==> config.mk <==
export PLATFORM = sky130hd
export DESIGN_NAME = btcm_matcher
export DESIGN_NICKNAME = d
export VERILOG_FILES = /design/src/common/btcm_pkg.sv /design/src/rtl/btcm_matcher.sv
export SDC_FILE = /design/constraint.sdc
export NUM_CORES = 1
export LEC_CHECK = 0
export ABC_AREA = 1
export BUFFER_PORTS_ARGS = -buffer_cell sky130_fd_sc_hd__buf_2
export CAP_MARGIN = 5
export CORE_MARGIN = 10
export CORE_UTILIZATION = 47
export DETAILED_ROUTE_END_ITERATION = 10
export GPL_TIMING_DRIVEN = 1
export PLACE_DENSITY_LB_ADDON = 0.3
export RECOVER_POWER = 100
export SLEW_MARGIN = 0
export SYNTH_ARGS = -nofsm -noshare
export SYNTH_HDL_FRONTEND = slang
export SYNTH_SLANG_ARGS = --single-unit
==> constraint.sdc <==
create_clock -name clk -period 2.8 [get_ports clk]
set_clock_uncertainty 0.05 [all_clocks]
set_input_delay 0.14 -clock clk [delete_from_list [all_inputs] [get_ports clk]]
set_output_delay 0.14 -clock clk [all_outputs]
set_load 0.01 [all_outputs]
==> src/common/btcm_pkg.sv <==
// package for the bus trace condition matcher: constants and carriers
package btcm_pkg;
   localparam int         ADDR_W = 32;
   localparam int         DATA_W = 32;
   localparam int         PROBE_W = 4;
   localparam int         PROBE_MASK_LO = 16; // probe mask field in the probe register
   localparam int         DELAY_W = 15;
   localparam logic [14:0] DELAY_MAX = 15'h7fff;
   localparam logic [7:0] RESET_NOTICE = 8'h81;
   // register offsets
   localparam logic [3:0] REG_CTRL = 4'h0;
   localparam logic [3:0] REG_ADDR = 4'h1;
   localparam logic [3:0] REG_AMASK = 4'h2;
   localparam logic [3:0] REG_DATA = 4'h3;
   localparam logic [3:0] REG_DMASK = 4'h4;
   localparam logic [3:0] REG_PROBE = 4'h5;
   localparam logic [3:0] REG_DELAY = 4'h6;
   localparam logic [3:0] REG_MON_ADDR = 4'h7;
   localparam logic [3:0] REG_MON_CTRL = 4'h8;
   localparam logic [3:0] REG_MON_DATA = 4'h9;
   localparam logic [3:0] REG_STATUS = 4'ha;
   localparam logic [3:0] REG_CMD = 4'hb;
   // control field positions
   localparam int CTRL_ENA = 0;
   localparam int CTRL_MODE = 1;   // 0 trigger, 1 trace stop
   localparam int CTRL_ADDR_EN = 2;
   localparam int CTRL_DATA_EN = 3;
   localparam int CTRL_PROBE_EN = 4;
   localparam int CTRL_TYPE_LO = 5; // 2 bits
   localparam int CTRL_SIZE_LO = 7; // 2 bits data size
   localparam int CTRL_AREA_LO = 9; // 2 bits bus area width
   localparam int CTRL_RW_LO = 11; // 2 bits: 0 any,1 read,2 write
   localparam logic [31:0] CTRL_RESET = 32'h0000_0000;
   // command bits
   localparam int CMD_PAR_RET = 0;
   localparam int CMD_PAR_SPACE = 1;
   localparam int CMD_PAR_EXIT = 2;
   localparam int CMD_PAUSE = 3;
   localparam int CMD_RESUME = 4;
   localparam int CMD_MON_CLEAR = 5;
   // monitor control
   localparam int MON_EN = 0;
   localparam int MON_DMA = 1;
   localparam int MON_SIZE_LO = 2;
   localparam logic [31:0] MON_CTRL_RESET = 32'h0000_0004; // 16-bit, execution

   typedef enum logic [1:0] {BTCM_SZ_BYTE = 2'h0, BTCM_SZ_WORD = 2'h1, BTCM_SZ_LONG = 2'h2} btcm_size_t;
   typedef enum logic [1:0] {BTCM_TY_ALL = 2'h0, BTCM_TY_FETCH = 2'h1, BTCM_TY_EXEC = 2'h2, BTCM_TY_DMA = 2'h3} btcm_type_t;
   typedef enum logic [1:0] {BTCM_AREA_8 = 2'h0, BTCM_AREA_16 = 2'h1, BTCM_AREA_32 = 2'h2} btcm_area_t;

   // one observed bus cycle
   typedef struct packed {
      logic              valid;
      logic [ADDR_W-1:0] addr;
      logic [DATA_W-1:0] data;
      logic              write;
      logic [1:0]        kind;   // cycle kind: fetch, exec, dma
      logic              pc_rel; // pc-relative data read
   } btcm_bus_t;
endpackage

==> src/rtl/btcm_matcher.sv <==
// bus trace condition matcher with single-location trace-memory monitor
//
// The register offsets and the strobed register port are this design's own decisions.
module btcm_matcher #(
   parameter int DELAY_W = btcm_pkg::DELAY_W
) (
   input  wire logic                          clk,
   input  wire logic                          rst_b,
   input  wire btcm_pkg::btcm_bus_t           bus,
   input  wire logic [btcm_pkg::PROBE_W-1:0]  external_probe_input,
   input  wire logic [3:0]                    reg_addr,
   input  wire logic [31:0]                   reg_wdata,
   input  wire logic                          reg_wr,
   input  wire logic                          reg_rd,
   output logic [31:0]                        reg_rdata,
   output logic                               trigger_out,
   output logic                               parallel_req,
   output logic                               trace_acquire,
   output logic                               reset_notice,
   output logic [7:0]                         reset_notice_code
);
   typedef enum {BTCM_RUN, BTCM_PAR_STOP, BTCM_PAR_LIVE, BTCM_PAUSED} btcm_state_t;

   logic [31:0] ctrl_ff, cond_addr_ff, amask_ff, cond_data_ff, dmask_ff, probe_ff;
   logic [31:0] mon_addr_ff, mon_ctrl_ff;
   logic [DELAY_W-1:0] delay_ff, dcnt_ff;
   logic        dpend_ff;
   logic [31:0] mon_data_ff;
   logic        mon_valid_ff;
   logic        trig_ff, notice_ff, stop_ff;
   btcm_state_t state_ff;

   // write decode
   wire wr_ctrl = reg_wr && reg_addr == btcm_pkg::REG_CTRL;
   wire wr_cmd  = reg_wr && reg_addr == btcm_pkg::REG_CMD;
   wire in_par  = state_ff == BTCM_PAR_STOP || state_ff == BTCM_PAR_LIVE
                  || state_ff == BTCM_PAUSED; // a pause stays inside parallel mode

   // bit-masked equality, masked bits excluded
   function automatic logic masked_eq(input logic [31:0] a, input logic [31:0] b, input logic [31:0] m);
      masked_eq = ((a ^ b) & ~m) == 32'h0000_0000;
   endfunction

   // condition registers
   always_ff @(posedge clk or negedge rst_b) begin
      if (!rst_b) begin
         ctrl_ff <= btcm_pkg::CTRL_RESET;
         cond_addr_ff <= 32'h0;
         amask_ff <= 32'h0;
         cond_data_ff <= 32'h0;
         dmask_ff <= 32'h0;
         probe_ff <= 32'h0;
         delay_ff <= '0;
      end else if (reg_wr) begin
         case (reg_addr)
            btcm_pkg::REG_CTRL:  ctrl_ff <= reg_wdata;
            btcm_pkg::REG_ADDR:  cond_addr_ff <= reg_wdata;
            btcm_pkg::REG_AMASK: amask_ff <= reg_wdata;
            btcm_pkg::REG_DATA:  cond_data_ff <= reg_wdata;
            btcm_pkg::REG_DMASK: dmask_ff <= reg_wdata;
            btcm_pkg::REG_PROBE: probe_ff <= reg_wdata;
            btcm_pkg::REG_DELAY: delay_ff <= reg_wdata[DELAY_W-1:0];
            default: ;
         endcase
      end
   end

   // decoded control fields
   wire        c_ena   = ctrl_ff[btcm_pkg::CTRL_ENA];
   wire        c_stop  = ctrl_ff[btcm_pkg::CTRL_MODE];
   wire        c_aen   = ctrl_ff[btcm_pkg::CTRL_ADDR_EN];
   wire        c_den   = ctrl_ff[btcm_pkg::CTRL_DATA_EN];
   wire        c_pen   = ctrl_ff[btcm_pkg::CTRL_PROBE_EN];
   wire [1:0]  c_type  = ctrl_ff[btcm_pkg::CTRL_TYPE_LO +: 2];
   wire [1:0]  c_size  = ctrl_ff[btcm_pkg::CTRL_SIZE_LO +: 2];
   wire [1:0]  c_area  = ctrl_ff[btcm_pkg::CTRL_AREA_LO +: 2];
   wire [1:0]  c_rw    = ctrl_ff[btcm_pkg::CTRL_RW_LO +: 2];

   // pc-relative reads classified as fetch cycles
   wire [1:0] eff_kind = bus.pc_rel ? btcm_pkg::BTCM_TY_FETCH : bus.kind;
   wire       type_ok  = c_type == btcm_pkg::BTCM_TY_ALL || c_type == eff_kind;
   wire       rw_ok    = c_rw == 2'h0 || (c_rw == 2'h1 && !bus.write) || (c_rw == 2'h2 && bus.write);

   // address match uses full width under mask
   wire addr_hit = masked_eq(bus.addr, cond_addr_ff, amask_ff);
   wire addr_free = !c_aen || amask_ff == 32'hffff_ffff;

   // data value as seen on the lanes for the area and size
   logic [31:0] dval, dmask_eff;
   logic        size_ok, align_ok;
   always_comb begin
      dval = bus.data;
      dmask_eff = dmask_ff;
      size_ok = 1'b1;
      align_ok = 1'b1;
      case (c_area)
         btcm_pkg::BTCM_AREA_32: begin
            if (c_size == btcm_pkg::BTCM_SZ_LONG) align_ok = bus.addr[1:0] == 2'h0;
            else if (c_size == btcm_pkg::BTCM_SZ_WORD) begin
               align_ok = !bus.addr[0];
               dmask_eff = dmask_ff | 32'hffff_0000;
            end else dmask_eff = dmask_ff | 32'hffff_ff00;
            if (c_size != btcm_pkg::BTCM_SZ_LONG && addr_free)
               align_ok = bus.addr[1:0] == 2'h0;
         end
         btcm_pkg::BTCM_AREA_16: begin
            if (c_size == btcm_pkg::BTCM_SZ_BYTE) begin
               dmask_eff = dmask_ff | 32'hffff_ff00;
               if (addr_free) align_ok = !bus.addr[0];
            end else begin
               align_ok = !bus.addr[0];
               dmask_eff = dmask_ff | 32'hffff_0000; // long arrives as word halves
               if (c_size == btcm_pkg::BTCM_SZ_LONG)
                  dval = {16'h0, bus.addr[1] ? bus.data[15:0] : bus.data[15:0]};
               if (c_size == btcm_pkg::BTCM_SZ_LONG && bus.addr[1])
                  dval = {16'h0, bus.data[15:0]};
            end
         end
         default: begin
            size_ok = c_size == btcm_pkg::BTCM_SZ_BYTE;
            dmask_eff = dmask_ff | 32'hffff_ff00;
         end
      endcase
   end

   // long condition in 16-bit area compares the matching half
   wire [31:0] dcond = (c_area == btcm_pkg::BTCM_AREA_16 && c_size == btcm_pkg::BTCM_SZ_LONG)
                       ? {16'h0, bus.addr[1] ? cond_data_ff[15:0] : cond_data_ff[31:16]} : cond_data_ff;
   wire data_hit  = size_ok && align_ok && masked_eq(dval, dcond, dmask_eff);
   wire [31:0] probe_mask = {{(32-btcm_pkg::PROBE_W){1'b0}}, probe_ff[btcm_pkg::PROBE_MASK_LO +: btcm_pkg::PROBE_W]};
   wire probe_hit = masked_eq({{(32-btcm_pkg::PROBE_W){1'b0}}, external_probe_input},
                              {{(32-btcm_pkg::PROBE_W){1'b0}}, probe_ff[btcm_pkg::PROBE_W-1:0]},
                              probe_mask);
   wire addr_ok   = !c_aen || addr_hit && (c_den || align_ok || c_area == btcm_pkg::BTCM_AREA_8);

   // conditions are live only while running or in space-key parallel mode
   wire active = c_ena && (state_ff == BTCM_RUN || state_ff == BTCM_PAR_LIVE);
   wire raw_hit = active && bus.valid && type_ok && rw_ok && addr_ok
                  && (!c_den || data_hit) && (!c_pen || probe_hit);

   // delay counting after the other conditions match
   // a pending delay must not complete once conditions go inactive
   wire delay_done = active && dpend_ff && bus.valid && dcnt_ff == DELAY_W'(1);
   wire full_hit = (delay_ff == '0) ? raw_hit : delay_done;
   // restart only on the transitions that really reactivate the conditions
   wire restart = wr_cmd && ((state_ff == BTCM_PAR_STOP && reg_wdata[btcm_pkg::CMD_PAR_EXIT])
                  || (state_ff == BTCM_PAUSED && reg_wdata[btcm_pkg::CMD_RESUME]));

   always_ff @(posedge clk or negedge rst_b) begin
      if (!rst_b) begin
         dpend_ff <= 1'b0;
         dcnt_ff <= '0;
      end else if (restart || wr_ctrl || !active) begin
         dpend_ff <= 1'b0;
         dcnt_ff <= '0;
      end else if (!dpend_ff && raw_hit && delay_ff != '0) begin
         dpend_ff <= 1'b1;
         dcnt_ff <= delay_ff;
      end else if (dpend_ff && bus.valid) begin
         dcnt_ff <= dcnt_ff - DELAY_W'(1);
         if (dcnt_ff == DELAY_W'(1)) dpend_ff <= 1'b0;
      end
   end

   // mode state: parallel entry, pause and exit
   always_ff @(posedge clk or negedge rst_b) begin
      if (!rst_b) begin
         state_ff <= BTCM_RUN;
      end else begin
         case (state_ff)
            BTCM_RUN: begin
               if (full_hit && c_stop) state_ff <= BTCM_PAR_STOP;
               else if (wr_cmd && reg_wdata[btcm_pkg::CMD_PAR_RET]) state_ff <= BTCM_PAR_STOP;
               else if (wr_cmd && reg_wdata[btcm_pkg::CMD_PAR_SPACE]) state_ff <= BTCM_PAR_LIVE;
            end
            BTCM_PAR_STOP: if (wr_cmd && reg_wdata[btcm_pkg::CMD_PAR_EXIT]) state_ff <= BTCM_RUN;
            BTCM_PAR_LIVE: begin
               if (full_hit && c_stop) state_ff <= BTCM_PAR_STOP;
               else if (wr_cmd && reg_wdata[btcm_pkg::CMD_PAUSE]) state_ff <= BTCM_PAUSED;
               else if (wr_cmd && reg_wdata[btcm_pkg::CMD_PAR_EXIT]) state_ff <= BTCM_RUN;
            end
            BTCM_PAUSED: if (wr_cmd && reg_wdata[btcm_pkg::CMD_RESUME]) state_ff <= BTCM_PAR_LIVE;
            default: state_ff <= BTCM_RUN;
         endcase
      end
   end

   // trigger pulse, stop request and reset notice
   always_ff @(posedge clk or negedge rst_b) begin
      if (!rst_b) begin
         trig_ff <= 1'b0;
         stop_ff <= 1'b0;
         notice_ff <= 1'b0;
      end else begin
         trig_ff <= full_hit && !c_stop;
         stop_ff <= full_hit && c_stop && state_ff != BTCM_PAR_STOP;
         notice_ff <= restart;
      end
   end

   assign trigger_out = trig_ff;
   assign parallel_req = stop_ff;
   assign reset_notice = notice_ff;
   assign reset_notice_code = btcm_pkg::RESET_NOTICE;
   assign trace_acquire = active && bus.valid && !restart;

   // monitor configuration; removal refused in parallel mode
   wire mon_clear = wr_cmd && reg_wdata[btcm_pkg::CMD_MON_CLEAR];
   always_ff @(posedge clk or negedge rst_b) begin
      if (!rst_b) begin
         mon_addr_ff <= 32'h0;
         mon_ctrl_ff <= btcm_pkg::MON_CTRL_RESET;
      end else begin
         if (reg_wr && reg_addr == btcm_pkg::REG_MON_ADDR) mon_addr_ff <= reg_wdata;
         if (reg_wr && reg_addr == btcm_pkg::REG_MON_CTRL) begin
            if (in_par && !reg_wdata[btcm_pkg::MON_EN])
               mon_ctrl_ff <= {reg_wdata[31:1], 1'b1};
            else mon_ctrl_ff <= reg_wdata;
         end else if (mon_clear && !in_par) mon_ctrl_ff[btcm_pkg::MON_EN] <= 1'b0;
      end
   end

   // monitor capture: A0 ignored, A1 compared, real accesses only
   wire [1:0] mon_size = mon_ctrl_ff[btcm_pkg::MON_SIZE_LO +: 2];
   wire mon_kind_ok = mon_ctrl_ff[btcm_pkg::MON_DMA] ? bus.kind == btcm_pkg::BTCM_TY_DMA
                                                     : bus.kind == btcm_pkg::BTCM_TY_EXEC;
   wire mon_hit = mon_ctrl_ff[btcm_pkg::MON_EN] && bus.valid && mon_kind_ok && !bus.pc_rel
                  && bus.addr[31:1] == mon_addr_ff[31:1];
   always_ff @(posedge clk or negedge rst_b) begin
      if (!rst_b) begin
         mon_data_ff <= 32'h0;
         mon_valid_ff <= 1'b0;
      end else if (mon_hit) begin // old value held until new address accessed
         mon_valid_ff <= 1'b1;
         case (mon_size)
            2'h0: mon_data_ff <= {24'h0, bus.data[7:0]};
            2'h1: mon_data_ff <= {16'h0, bus.data[15:0]};
            default: mon_data_ff <= bus.data;
         endcase
      end
   end

   // read data, one cycle after the strobe
   always_ff @(posedge clk or negedge rst_b) begin
      if (!rst_b) reg_rdata <= 32'h0;
      else if (reg_rd) begin
         case (reg_addr)
            btcm_pkg::REG_CTRL:     reg_rdata <= ctrl_ff;
            btcm_pkg::REG_ADDR:     reg_rdata <= cond_addr_ff;
            btcm_pkg::REG_AMASK:    reg_rdata <= amask_ff;
            btcm_pkg::REG_DATA:     reg_rdata <= cond_data_ff;
            btcm_pkg::REG_DMASK:    reg_rdata <= dmask_ff;
            btcm_pkg::REG_PROBE:    reg_rdata <= probe_ff;
            btcm_pkg::REG_DELAY:    reg_rdata <= {{(32-DELAY_W){1'b0}}, delay_ff};
            btcm_pkg::REG_MON_ADDR: reg_rdata <= mon_addr_ff;
            btcm_pkg::REG_MON_CTRL: reg_rdata <= mon_ctrl_ff;
            btcm_pkg::REG_MON_DATA: reg_rdata <= mon_data_ff;
            btcm_pkg::REG_STATUS:   reg_rdata <= {27'h0, mon_valid_ff, dpend_ff, in_par,
                                                  state_ff == BTCM_PAUSED, active};
            default:                reg_rdata <= 32'h0;
         endcase
      end else reg_rdata <= 32'h0;
   end
endmodule

Word level (Yosys, flattened, before mapping) --
Index checks and enable logic that the tools add are counted.
Cells by class: add/subtract/negate cells 1, equal/unequal tests 34, multiplexer cells 41, bitwise gates (word level) 9, reductions and logical operators 98
Operators with widths (count):
- 2-to-1 mux 32 bit | 14
- case mux 32 bit (11 select lines) | 1
- zero test 32 bit | 5
- case mux 32 bit (2 select lines) | 2
- case mux 32 bit (4 select lines) | 1
- equality test 32 x 2 -> 1 bit, second input constant | 3
- bitwise AND 32 bit | 2
- equality test 32 x 3 -> 1 bit, second input constant | 2
- NOT 32 bit | 2
- bitwise XOR 32 bit | 2
- 2-to-1 mux 16 bit | 3
- 2-to-1 mux 15 bit | 3
- logical AND 1 bit | 44
- bitwise AND 4 x 32 -> 32 bit | 1
- equality test 32 x 1 -> 1 bit, second input constant | 1
- equality test 32 bit, second input constant | 1
- != test 32 x 2 -> 1 bit, second input constant | 1
- NOT 4 -> 32 bit | 1
- equality test 31 bit | 1
- AND reduction 2 bit | 9
- equality test 4 x 3 -> 1 bit, second input constant | 4
- equality test 4 bit, second input constant | 4
- equality test 15 x 1 -> 1 bit, second input constant | 1
- zero test 15 bit | 1
- 20 further kinds | 74
Word-level totals: flip-flop bits (word level) 387, input bits 113, output and inout bits 44

Depth between registers and ports, before layout --
Gate-level depths: netlist (run 1).
word-level depth 16, depth in mapped cells 26

Worst setup path after synthesis (run 1) --
No wires, ideal clock.
kind flip-flop to flip-flop, start reg ctrl_ff[10], end reg dcnt_ff[10], library setup time 123 ps, arrival 2232 ps, data required time 2627 ps, setup slack 396 ps, stages on the path, launching flop included 23, clock period less this slack 2404 ps, cells stage by stage dfrtp_1 inv_1 ha_1 buf_4 inv_2 nor2_4 buf_4 nand3_1 nand2_1 nand2_1 nand3_1 nand2_1 nor2_1 nand2_1 nor2_1 nand2_1 nand2_2 nand3_2 nand2_4 buf_12 nor2_1 a21oi_2 a21oi_1
On the way: longest elaborated chain between the ends 14
Ends and longest elaborated chain:
- start, declared | line btcm_matcher.sv:24 | logic [31:0] ctrl_ff, cond_addr_ff, amask_ff, cond_data_ff, dmask_ff, probe_ff;
- start signal, assigned | line btcm_matcher.sv:47 | ctrl_ff <= btcm_pkg::CTRL_RESET;
- start signal, assigned | line btcm_matcher.sv:56 | btcm_pkg::REG_CTRL: ctrl_ff <= reg_wdata;
- equality test 2 x 1 -> 1 bit | line btcm_matcher.sv:96, btcm_matcher.sv:127
- logical AND 1 bit | line btcm_matcher.sv:127 | wire [31:0] dcond = (c_area == btcm_pkg::BTCM_AREA_16 && c_size == btcm_pkg::BTCM_SZ_LONG)
- 2-to-1 mux 32 bit | line btcm_matcher.sv:128 | ? {16'h0, bus.addr[1] ? cond_data_ff[15:0] : cond_data_ff[31:16]} : cond_data_ff;
- bitwise XOR 32 bit | line btcm_matcher.sv:41 | masked_eq = ((a ^ b) & ~m) == 32'h0000_0000;
- bitwise AND 32 bit | line btcm_matcher.sv:41
- zero test 32 bit | line btcm_matcher.sv:41
- logical AND 1 bit | line btcm_matcher.sv:129 | wire data_hit = size_ok && align_ok && masked_eq(dval, dcond, dmask_eff);
- logical OR 1 bit | line btcm_matcher.sv:139 | && (!c_den || data_hit) && (!c_pen || probe_hit);
- logical AND 1 bit * (2 in a row) | line btcm_matcher.sv:139
- logical AND 1 bit * (2 in a row) | line btcm_matcher.sv:156 | end else if (!dpend_ff && raw_hit && delay_ff != '0) begin
- 2-to-1 mux 15 bit | line btcm_matcher.sv:156
- 2-to-1 mux 15 bit | line btcm_matcher.sv:153 | end else if (restart || wr_ctrl || !active) begin
- end signal, assigned | line btcm_matcher.sv:158 | dcnt_ff <= delay_ff;
- end signal, assigned | line btcm_matcher.sv:160 | dcnt_ff <= dcnt_ff - DELAY_W'(1);
- end, declared | line btcm_matcher.sv:26 | logic [DELAY_W-1:0] delay_ff, dcnt_ff;
Mark *: on every way between the ends. The rest lies on a longest branch, timed or not. A chain may end at the register's enable or synchronous reset.

Worst setup path in the final report (run 1) --
start in reg_addr[2], end reg cond_addr_ff[28]
On the way: longest elaborated chain between the ends 2
Ends and longest elaborated chain:
- start, declared | line btcm_matcher.sv:11 | input wire logic [3:0] reg_addr,
- equality test 4 x 1 -> 1 bit | line btcm_matcher.sv:55 | case (reg_addr)
- AND reduction 2 bit (no source line)
- end signal, assigned | line btcm_matcher.sv:57 | btcm_pkg::REG_ADDR: cond_addr_ff <= reg_wdata;
- end, declared | line btcm_matcher.sv:24
No other way between the ends.

==> metrics, run 1 <==
boundary pin count=157; CTS Buf Count=between 40 and 50; ys flop type=dfrtp_1; slew margin rel.=-45.32%; FF+latch count, synth=around 390; Clk pwr share=between 30% and 40%; internal power=between 10 and 15 mW; crit path kind=input pin to flop; top area cells in the synthesized netlist=dfrtp_1 (51%), nand2_1 (13%), o21ai_0 (9.5%), inv_1 (4.9%), nor2_1 (3.6%); Leakage=approximately 11 nW; Comb pwr share=between 10% and 20%; die height=about 220 um; Fillers=~3,700; Seq pwr share=between 40% and 50%; Post-Route WL=approximately 65 mm; clk sink count=387; final core utilization=~57%; die area=a little under 50,000 um2; TritonRoute pass-1 iters=6; VDD IR-drop max=0.0004327 V; Tightest Hold Check Type=input pin to flop; H-tree level count=2; number of flops mapped to enable cells by yosys=0; failing checks=max-capacitance violations, max-slew violations; cell area after synthesis=approximately 19,000 um2; setup TNS=0 ns; die width=approximately 220 um; clock root buffer=clkbuf_16; family with the most delay on the worst path=buffers and inverters; share of flip-flops with an asynchronous set or reset=between 90% and 100%; total number of vias=17,659; Finish-stage setup viols=0; GP Congestion=around 0.96; Slowest cell on crit path=clkbuf_1; crit end category=flop; sequential area share after synthesis=around half; Nets=~2,700; Worst Max-Slew Pin Slew=between 2 and 2.5 ns; Sw Ratio=a little under a third; Layout area overhead=19.92%; Hold WS=roughly 0.034 ns; layout cells sized above 1=between 10% and 20%; reg-to-reg setup timing slack=about 0.12 ns; Synth cell types=52; Critical Path RT=~3.2 ns; data arrival time of the worst path=~3.2 ns; GRT Total Usage=between 20% and 30%; synthesized area per cell=~8 um2; outcome=finished with violations; drt via density=roughly 5.6; Sequential Area=just under 10,000 um2; synth warn=0; MaxCap Viol Count=2; Initial Util=between 40% and 50%; CP cell instances=clkbuf_1, nor2_1, inv_1, nor2_1, clkbuf_1, nand2_2, clkbuf_2, nand2_1, o21ai_0; Multi-input gate area=about 8000 um2; Residual DRC=0; total core area=around 40,000 um2; Tmin final=~2.8 ns; critical path fanouts, max=32; total global routing overflow=0; largest net degree at the start of global routing=just under 80; Total Power=~16 mW; WP buf/inv=4; CTS tree=yes; achievable frequency=~360 MHz; initial antenna violation count=2; Routed Antenna Nets=0; Site Rows=73; Worst-path clk slew=~0.060 ns; Setup crit start kind=input pin; Mapped Cells=between 2,000 and 2,500; 1st-iter DRT viols=2,026; DR WL/cell=20.55 um; Switch Pwr=4.971 mW; post-synth top area share=between 50% and 60%; Period Utilization, post-route=99.43%; area leader, netlist=dfrtp_1; vias in the first global route=~17,000; deepest clock path buffer count=3; clk_lat worst skew=0.56 ns; Pins Over Slew Limit=100; final number of hold-violating endpoints=0; post-DP HPWL=around 47 mm; Port Buffer Count=148; RSZ-0062 raised after global routing=true; Pwr Density=about 700 nW/um2; first-pass GRT wire length=99.99 mm; Largest stage delay, worst path=1.47 ns
-- cell type report --
cell class	instances	share of cell area, %
clock inverter	12	0.6341
antenna	2	0.02206
multi-input combinational	1645	35.52
clock buffer	61	5.437
inverter	253	4.207
sequential	387	42.69
tap	525	2.895
timing repair buffer	296	8.597
-- state kept, by name, indices dropped and copies added (netlist names) --
register      count
cond_data_ff     32
dmask_ff         32
mon_ctrl_ff      32
mon_valid_ff      1
delay_ff         15
state_ff         32
amask_ff         32
parallel_req      1
mon_addr_ff      32
dpend_ff          1
mon_data_ff      32
probe_ff         32
reset_notice      1
trigger_out       1
reg_rdata        32
ctrl_ff          32
cond_addr_ff     32
dcnt_ff          15
-- synthesized netlist by cell type, types with 16 or more instances --
master	count
nand2_1	655
dfrtp_1	386
o21ai_0	361
inv_1	245
nor2_1	180
clkbuf_1	89
nand3_1	83
a21oi_1	67
a221oi_1	54
o22ai_1	28
xnor2_1	25
xor2_1	16
-- timing repair --
item / in CTS / in global routing
hold endpoints to repair: 315 / 0
endpoints found under the setup margin: 10 / 17
gates cloned: 1 / 2
setup buffers: 0 / 11
hold buffers: 62 / 0
pin swaps: 1 / 11
resized for setup: 5 / 26
-- power by group through the flow --
| stage | clock, mW | combinational, mW | sequential [mW] |
|---|---|---|---|
| detailed placement | 0 | 2.93 | 7.27 |
| global placement | 0 | 2.88 | 7.24 |
| CTS | 5.68 | 3.03 | 7.18 |
| global route | 5.91 | 3.50 | 7.32 |
| finish | 5.61 | 3.10 | 7.22 |
| floorplan | 0 | 1.87 | 7.05 |
-- layout by cell type, fill, tap and decap left out, drive strengths merged, types with 16 or more instances in the layout --
cell type / synthesis / routed
nand2: 668 / 670
nor2: 187 / 187
clkbuf: 89 / 128
xnor2: 25 / 25
o22ai: 29 / 29
inv: 252 / 252
a21oi: 79 / 79
buf: 21 / 167
nand3: 86 / 86
dfrtp: 386 / 386
a221oi: 54 / 54
conb: 2 / 38
o21ai: 366 / 366
dlygate4sd3: 0 / 62
xor2: 16 / 16
-- tightest hold or removal path, cell delays in order --
cell and delay [ns]:
buf_2 0.07, inv_1 0.18, o21ai_0 0.21
-- path summary, 6_finish.rpt --
check / start / endpoint / depth (start not counted)
setup / recovery: reg_addr[2] / cond_addr_ff[28]$_DFFE_PN0P_ / 9
setup reg to reg: ctrl_ff[10]$_DFFE_PN0P_ / dcnt_ff[0]$_DFFE_PN0P_ / 21
hold reg to reg: cond_data_ff[2]$_DFFE_PN0P_ / cond_data_ff[2]$_DFFE_PN0P_ / 2
hold / removal: reg_wdata[1] / ctrl_ff[1]$_DFFE_PN0P_ / 3
min in group asynchronous: rst_b / reg_rdata[5]$_DFF_PN0_ / 2
max in group asynchronous: rst_b / ctrl_ff[27]$_DFFE_PN0P_ / 4
-- cells by family after synthesis --
family	count (synthesis)	synth area share, %
buffers and inverters	363	7.763
multiplexers	1	0.05290
AO/OA/AOI/OAI	579	17.67
other	2	0.03969
adder cells (fa/ha/maj)	5	0.3306
AND/OR/NAND/NOR	979	21.06
flip-flops	387	51.19
XOR/XNOR	41	1.898
-- per-layer routing --
layer	wire length (um)	part of all wire [%]	GRT usage [%]
met2	29780	46	41.36
met5	0	0	0
met1	27400	42	36.31
met4	2796	4.3	11.40
met3	5386	8.2	4.575
-- per-stage QoR --
| step | std cells | instance area, um2 | worst slack [ns] |
|---|---|---|---|
| 2_1_floorplan | 2393 | 19060 | 0.3957 |
| 3_5_place_dp | 3030 | 20620 | 0.004885 |
| 6_report | 3181 | 22690 | 0.01600 |
| 4_1_cts | 3166 | 22640 | 0.006857 |
| 5_1_grt | 3181 | 22690 | -0.06515 |
| 3_3_place_gp | 3030 | 20620 | 0.05376 |
(Power assumes the default switching activity.)
==> run 2, diff against run 1 <==
--- a/config.mk
+++ b/config.mk
@@ -8,13 +8,15 @@
 export ABC_AREA = 1
 export BUFFER_PORTS_ARGS = -buffer_cell sky130_fd_sc_hd__buf_2
 export CAP_MARGIN = 5
+export CELL_PAD_IN_SITES_DETAIL_PLACEMENT = 0
+export CELL_PAD_IN_SITES_GLOBAL_PLACEMENT = 2
 export CORE_MARGIN = 10
-export CORE_UTILIZATION = 47
+export CORE_UTILIZATION = 36
 export DETAILED_ROUTE_END_ITERATION = 10
 export GPL_TIMING_DRIVEN = 1
 export PLACE_DENSITY_LB_ADDON = 0.3
 export RECOVER_POWER = 100
-export SLEW_MARGIN = 0
+export SLEW_MARGIN = 20
 export SYNTH_ARGS = -nofsm -noshare
 export SYNTH_HDL_FRONTEND = slang
 export SYNTH_SLANG_ARGS = --single-unit
==> run 2 against run 1 <==
  * The run still ends with max-capacitance violations, max-slew violations left
  * Maximum frequency up 1.5%
  * Sequential share of layout area down 0.76 points
  * Sequential cell count unchanged
  * Combinational power increased by 5%
  * Worst setup slack improved by 0.040 ns
  * Critical path type unchanged
  * Highest routed layer unchanged
==> metrics, run 2 (synthesis gave the netlist of run 1 again) <==
VDD IR-drop max=0.0004807 V (+11%); total global routing overflow=0 (unchanged); Period Utilization, post-route=97.99% (-1.4 points); most frequent cells in the layout=nand2_1 (646), dfrtp_1 (385), o21ai_0 (359); Sequential Area=9687 um2 (about the same); Worst Max-Slew Pin Slew=2.088 ns (-0.09199 ns); CTS tree=yes; MaxCap Viol Count=2 (unchanged); CP cell instances=clkbuf_1, nor2_1, inv_1, nor2_1, clkbuf_1, nand2_2, clkbuf_2, o21ai_0; Critical Path RT=3.23 ns (+0.07 ns); Pwr Density=720.8 nW/um2 (+2.7%); FF-to-FF path depth=15 (-29%); Multi-input gate area=8124 um2 (+0.79%); Residual DRC=0 (unchanged); GP Congestion=0.8794 (-8.0%); post-DP HPWL=54.66 mm (+17%); boundary pin count=157 (unchanged); die width=249.3 um (+13%); Place WS=-0.1228 ns (-0.1277 ns); reg-to-reg setup timing slack=0.06 ns (-0.06 ns); Site Rows=83 (+14%); die height=249.3 um (+13%); achievable frequency=364.5 MHz (+1.5%); Leakage=11.21 nW (+0.74%); DR WL/cell=22.68 um (+10%); clock root buffer=clkbuf_16; slew margin rel.=-39.19% (+6.1 points); WP buf/inv=4 (unchanged); vias in the first global route=17,111 (+0.17%); drt via density=5.211 (-6.1%); total core area=51,720 um2 (+30%); deepest clock path buffer count=3 (unchanged); Initial Util=36.59% (-11 points); reg-to-reg endpoint=dcnt_ff[4]$_DFFE_PN0P_; H-tree level count=2 (unchanged); die area=62,130 um2 (+28%); RSZ-0062 raised after global routing=true; Routed Antenna Nets=0 (unchanged); largest net degree at the start of global routing=75 (-5.1%); clk sink count=387 (unchanged); Port Buffer Count=148 (unchanged); Largest stage delay, worst path=1.52 ns (+0.05 ns); Pins Over Slew Limit=91 (-9.0%); failing checks=max-capacitance violations, max-slew violations; Worst path depth=8 (-1); total number of vias=17,415 (-1.4%); critical path fanouts, max=30 (-6.3%); Nets=2,744 (+0.036%); most common cell after layout, fill and taps aside=nand2_1; Tightest Hold Check Type=input pin to flop; Layout area overhead=22.11%; CTS Buf Count=46 (+9.5%); Setup crit start=reg_addr[2]; Tmin final=2.744 ns (-0.04016 ns); CP endpoint=cond_addr_ff[25]$_DFFE_PN0P_; Fillers=5,281 (+44%); antenna cells=0 (-2); Post-Route WL=75.79 mm (+16%); TritonRoute pass-1 iters=6 (unchanged); Finish-stage setup viols=0 (unchanged); crit end category=flop; final number of hold-violating endpoints=0 (unchanged); clk_lat worst skew=0.59 ns (+0.03 ns); Slowest cell on crit path=clkbuf_1; outcome=finished with violations; worst setup margin=0.05616 ns (+0.04016 ns); initial antenna violation count=0 (-2); Worst-path clk slew=0.06 ns (about the same); RR Startpoint=ctrl_ff[9]$_DFFE_PN0P_; first-pass GRT wire length=112.7 mm (+13%); crit path kind=input pin to flop; setup TNS=0 ns (unchanged); GRT Total Usage=23.72% (-2.9 points); data arrival time of the worst path=3.17 ns (+0.02 ns); family with the most delay on the worst path=buffers and inverters; layout cells sized above 1=12.73% (+0.68 points); Setup crit start kind=input pin; 1st-iter DRT viols=1,555 (-23%)
run 2: where the power goes:
group	total, mW	switching, mW	internal (mW)
sequential	7.23	0.770	6.46
clock	6.19	2.50	3.68
combinational	3.24	2.05	1.19
total	16.7	5.32	11.3
run 2: timing repair:
item	in CTS	in global routing
endpoints found under the hold margin	281	0
endpoints found under the setup margin	17	18
cloned	3	2
gates resized for setup	10	42
hold buffers	60	0
pin swaps	4	13
setup buffers	1	9
run 2: worst min-delay path by stage:
stage                              from                      endpoint  slack, ns  cells after the start
after floorplan                   rst_b       amask_ff[0]$_DFFE_PN0P_      -0.21                      0
after global placement            rst_b        dcnt_ff[6]$_DFFE_PN0P_       0.12                      1
after detailed placement          rst_b        dcnt_ff[6]$_DFFE_PN0P_       0.12                      1
after CTS                 reg_wdata[12]      probe_ff[12]$_DFFE_PN0P_      0.003                      3
after global routing      reg_wdata[27]  cond_data_ff[27]$_DFFE_PN0P_       0.02                      3
final                     reg_wdata[12]      probe_ff[12]$_DFFE_PN0P_      0.004                      3
run 2: cell type report:
class                      count  area share, %
sequential                   387          41.92
clock inverter                20         0.9206
multi-input combinational   1647          35.16
clock buffer                  64          5.756
timing repair buffer         291          8.404
tap                          680          3.682
inverter                     253          4.153
run 2: stage by stage:
| stage | hold WS (ns) | utilization [%] | power [mW] | std cells | area, um2 |
|---|---|---|---|---|---|
| final | 0.003744 | 44.68 | 16.65 | 3342 | 23110 |
| after global routing | 0.01889 | 44.68 | 17.51 | 3342 | 23110 |
| after CTS | 0.003430 | 44.59 | 16.68 | 3332 | 23060 |
| after detailed placement | 0.1155 | 40.28 | 10.35 | 3184 | 20830 |
| after floorplan | -0.2056 | - | 8.920 | 2393 | 19060 |
| after global placement | 0.1206 | 40.28 | 10.31 | 3184 | 20830 |
run 2: tightest hold or removal path: stages:
cell     delay (ns)
buf_2          0.07
inv_1          0.18
o21ai_0        0.21
run 2: routing by layer:
| layer | GRT usage, % | vias to the layer above | wire length [um] |
|---|---|---|---|
| met5 | 0 | - | 0 |
| met4 | 8.493 | 0 | 2786 |
| met3 | 3.283 | 134 | 3894 |
| met2 | 39.95 | 556 | 36560 |
| met1 | 30.52 | 8496 | 32550 |
| li1 | - | 8229 | - |
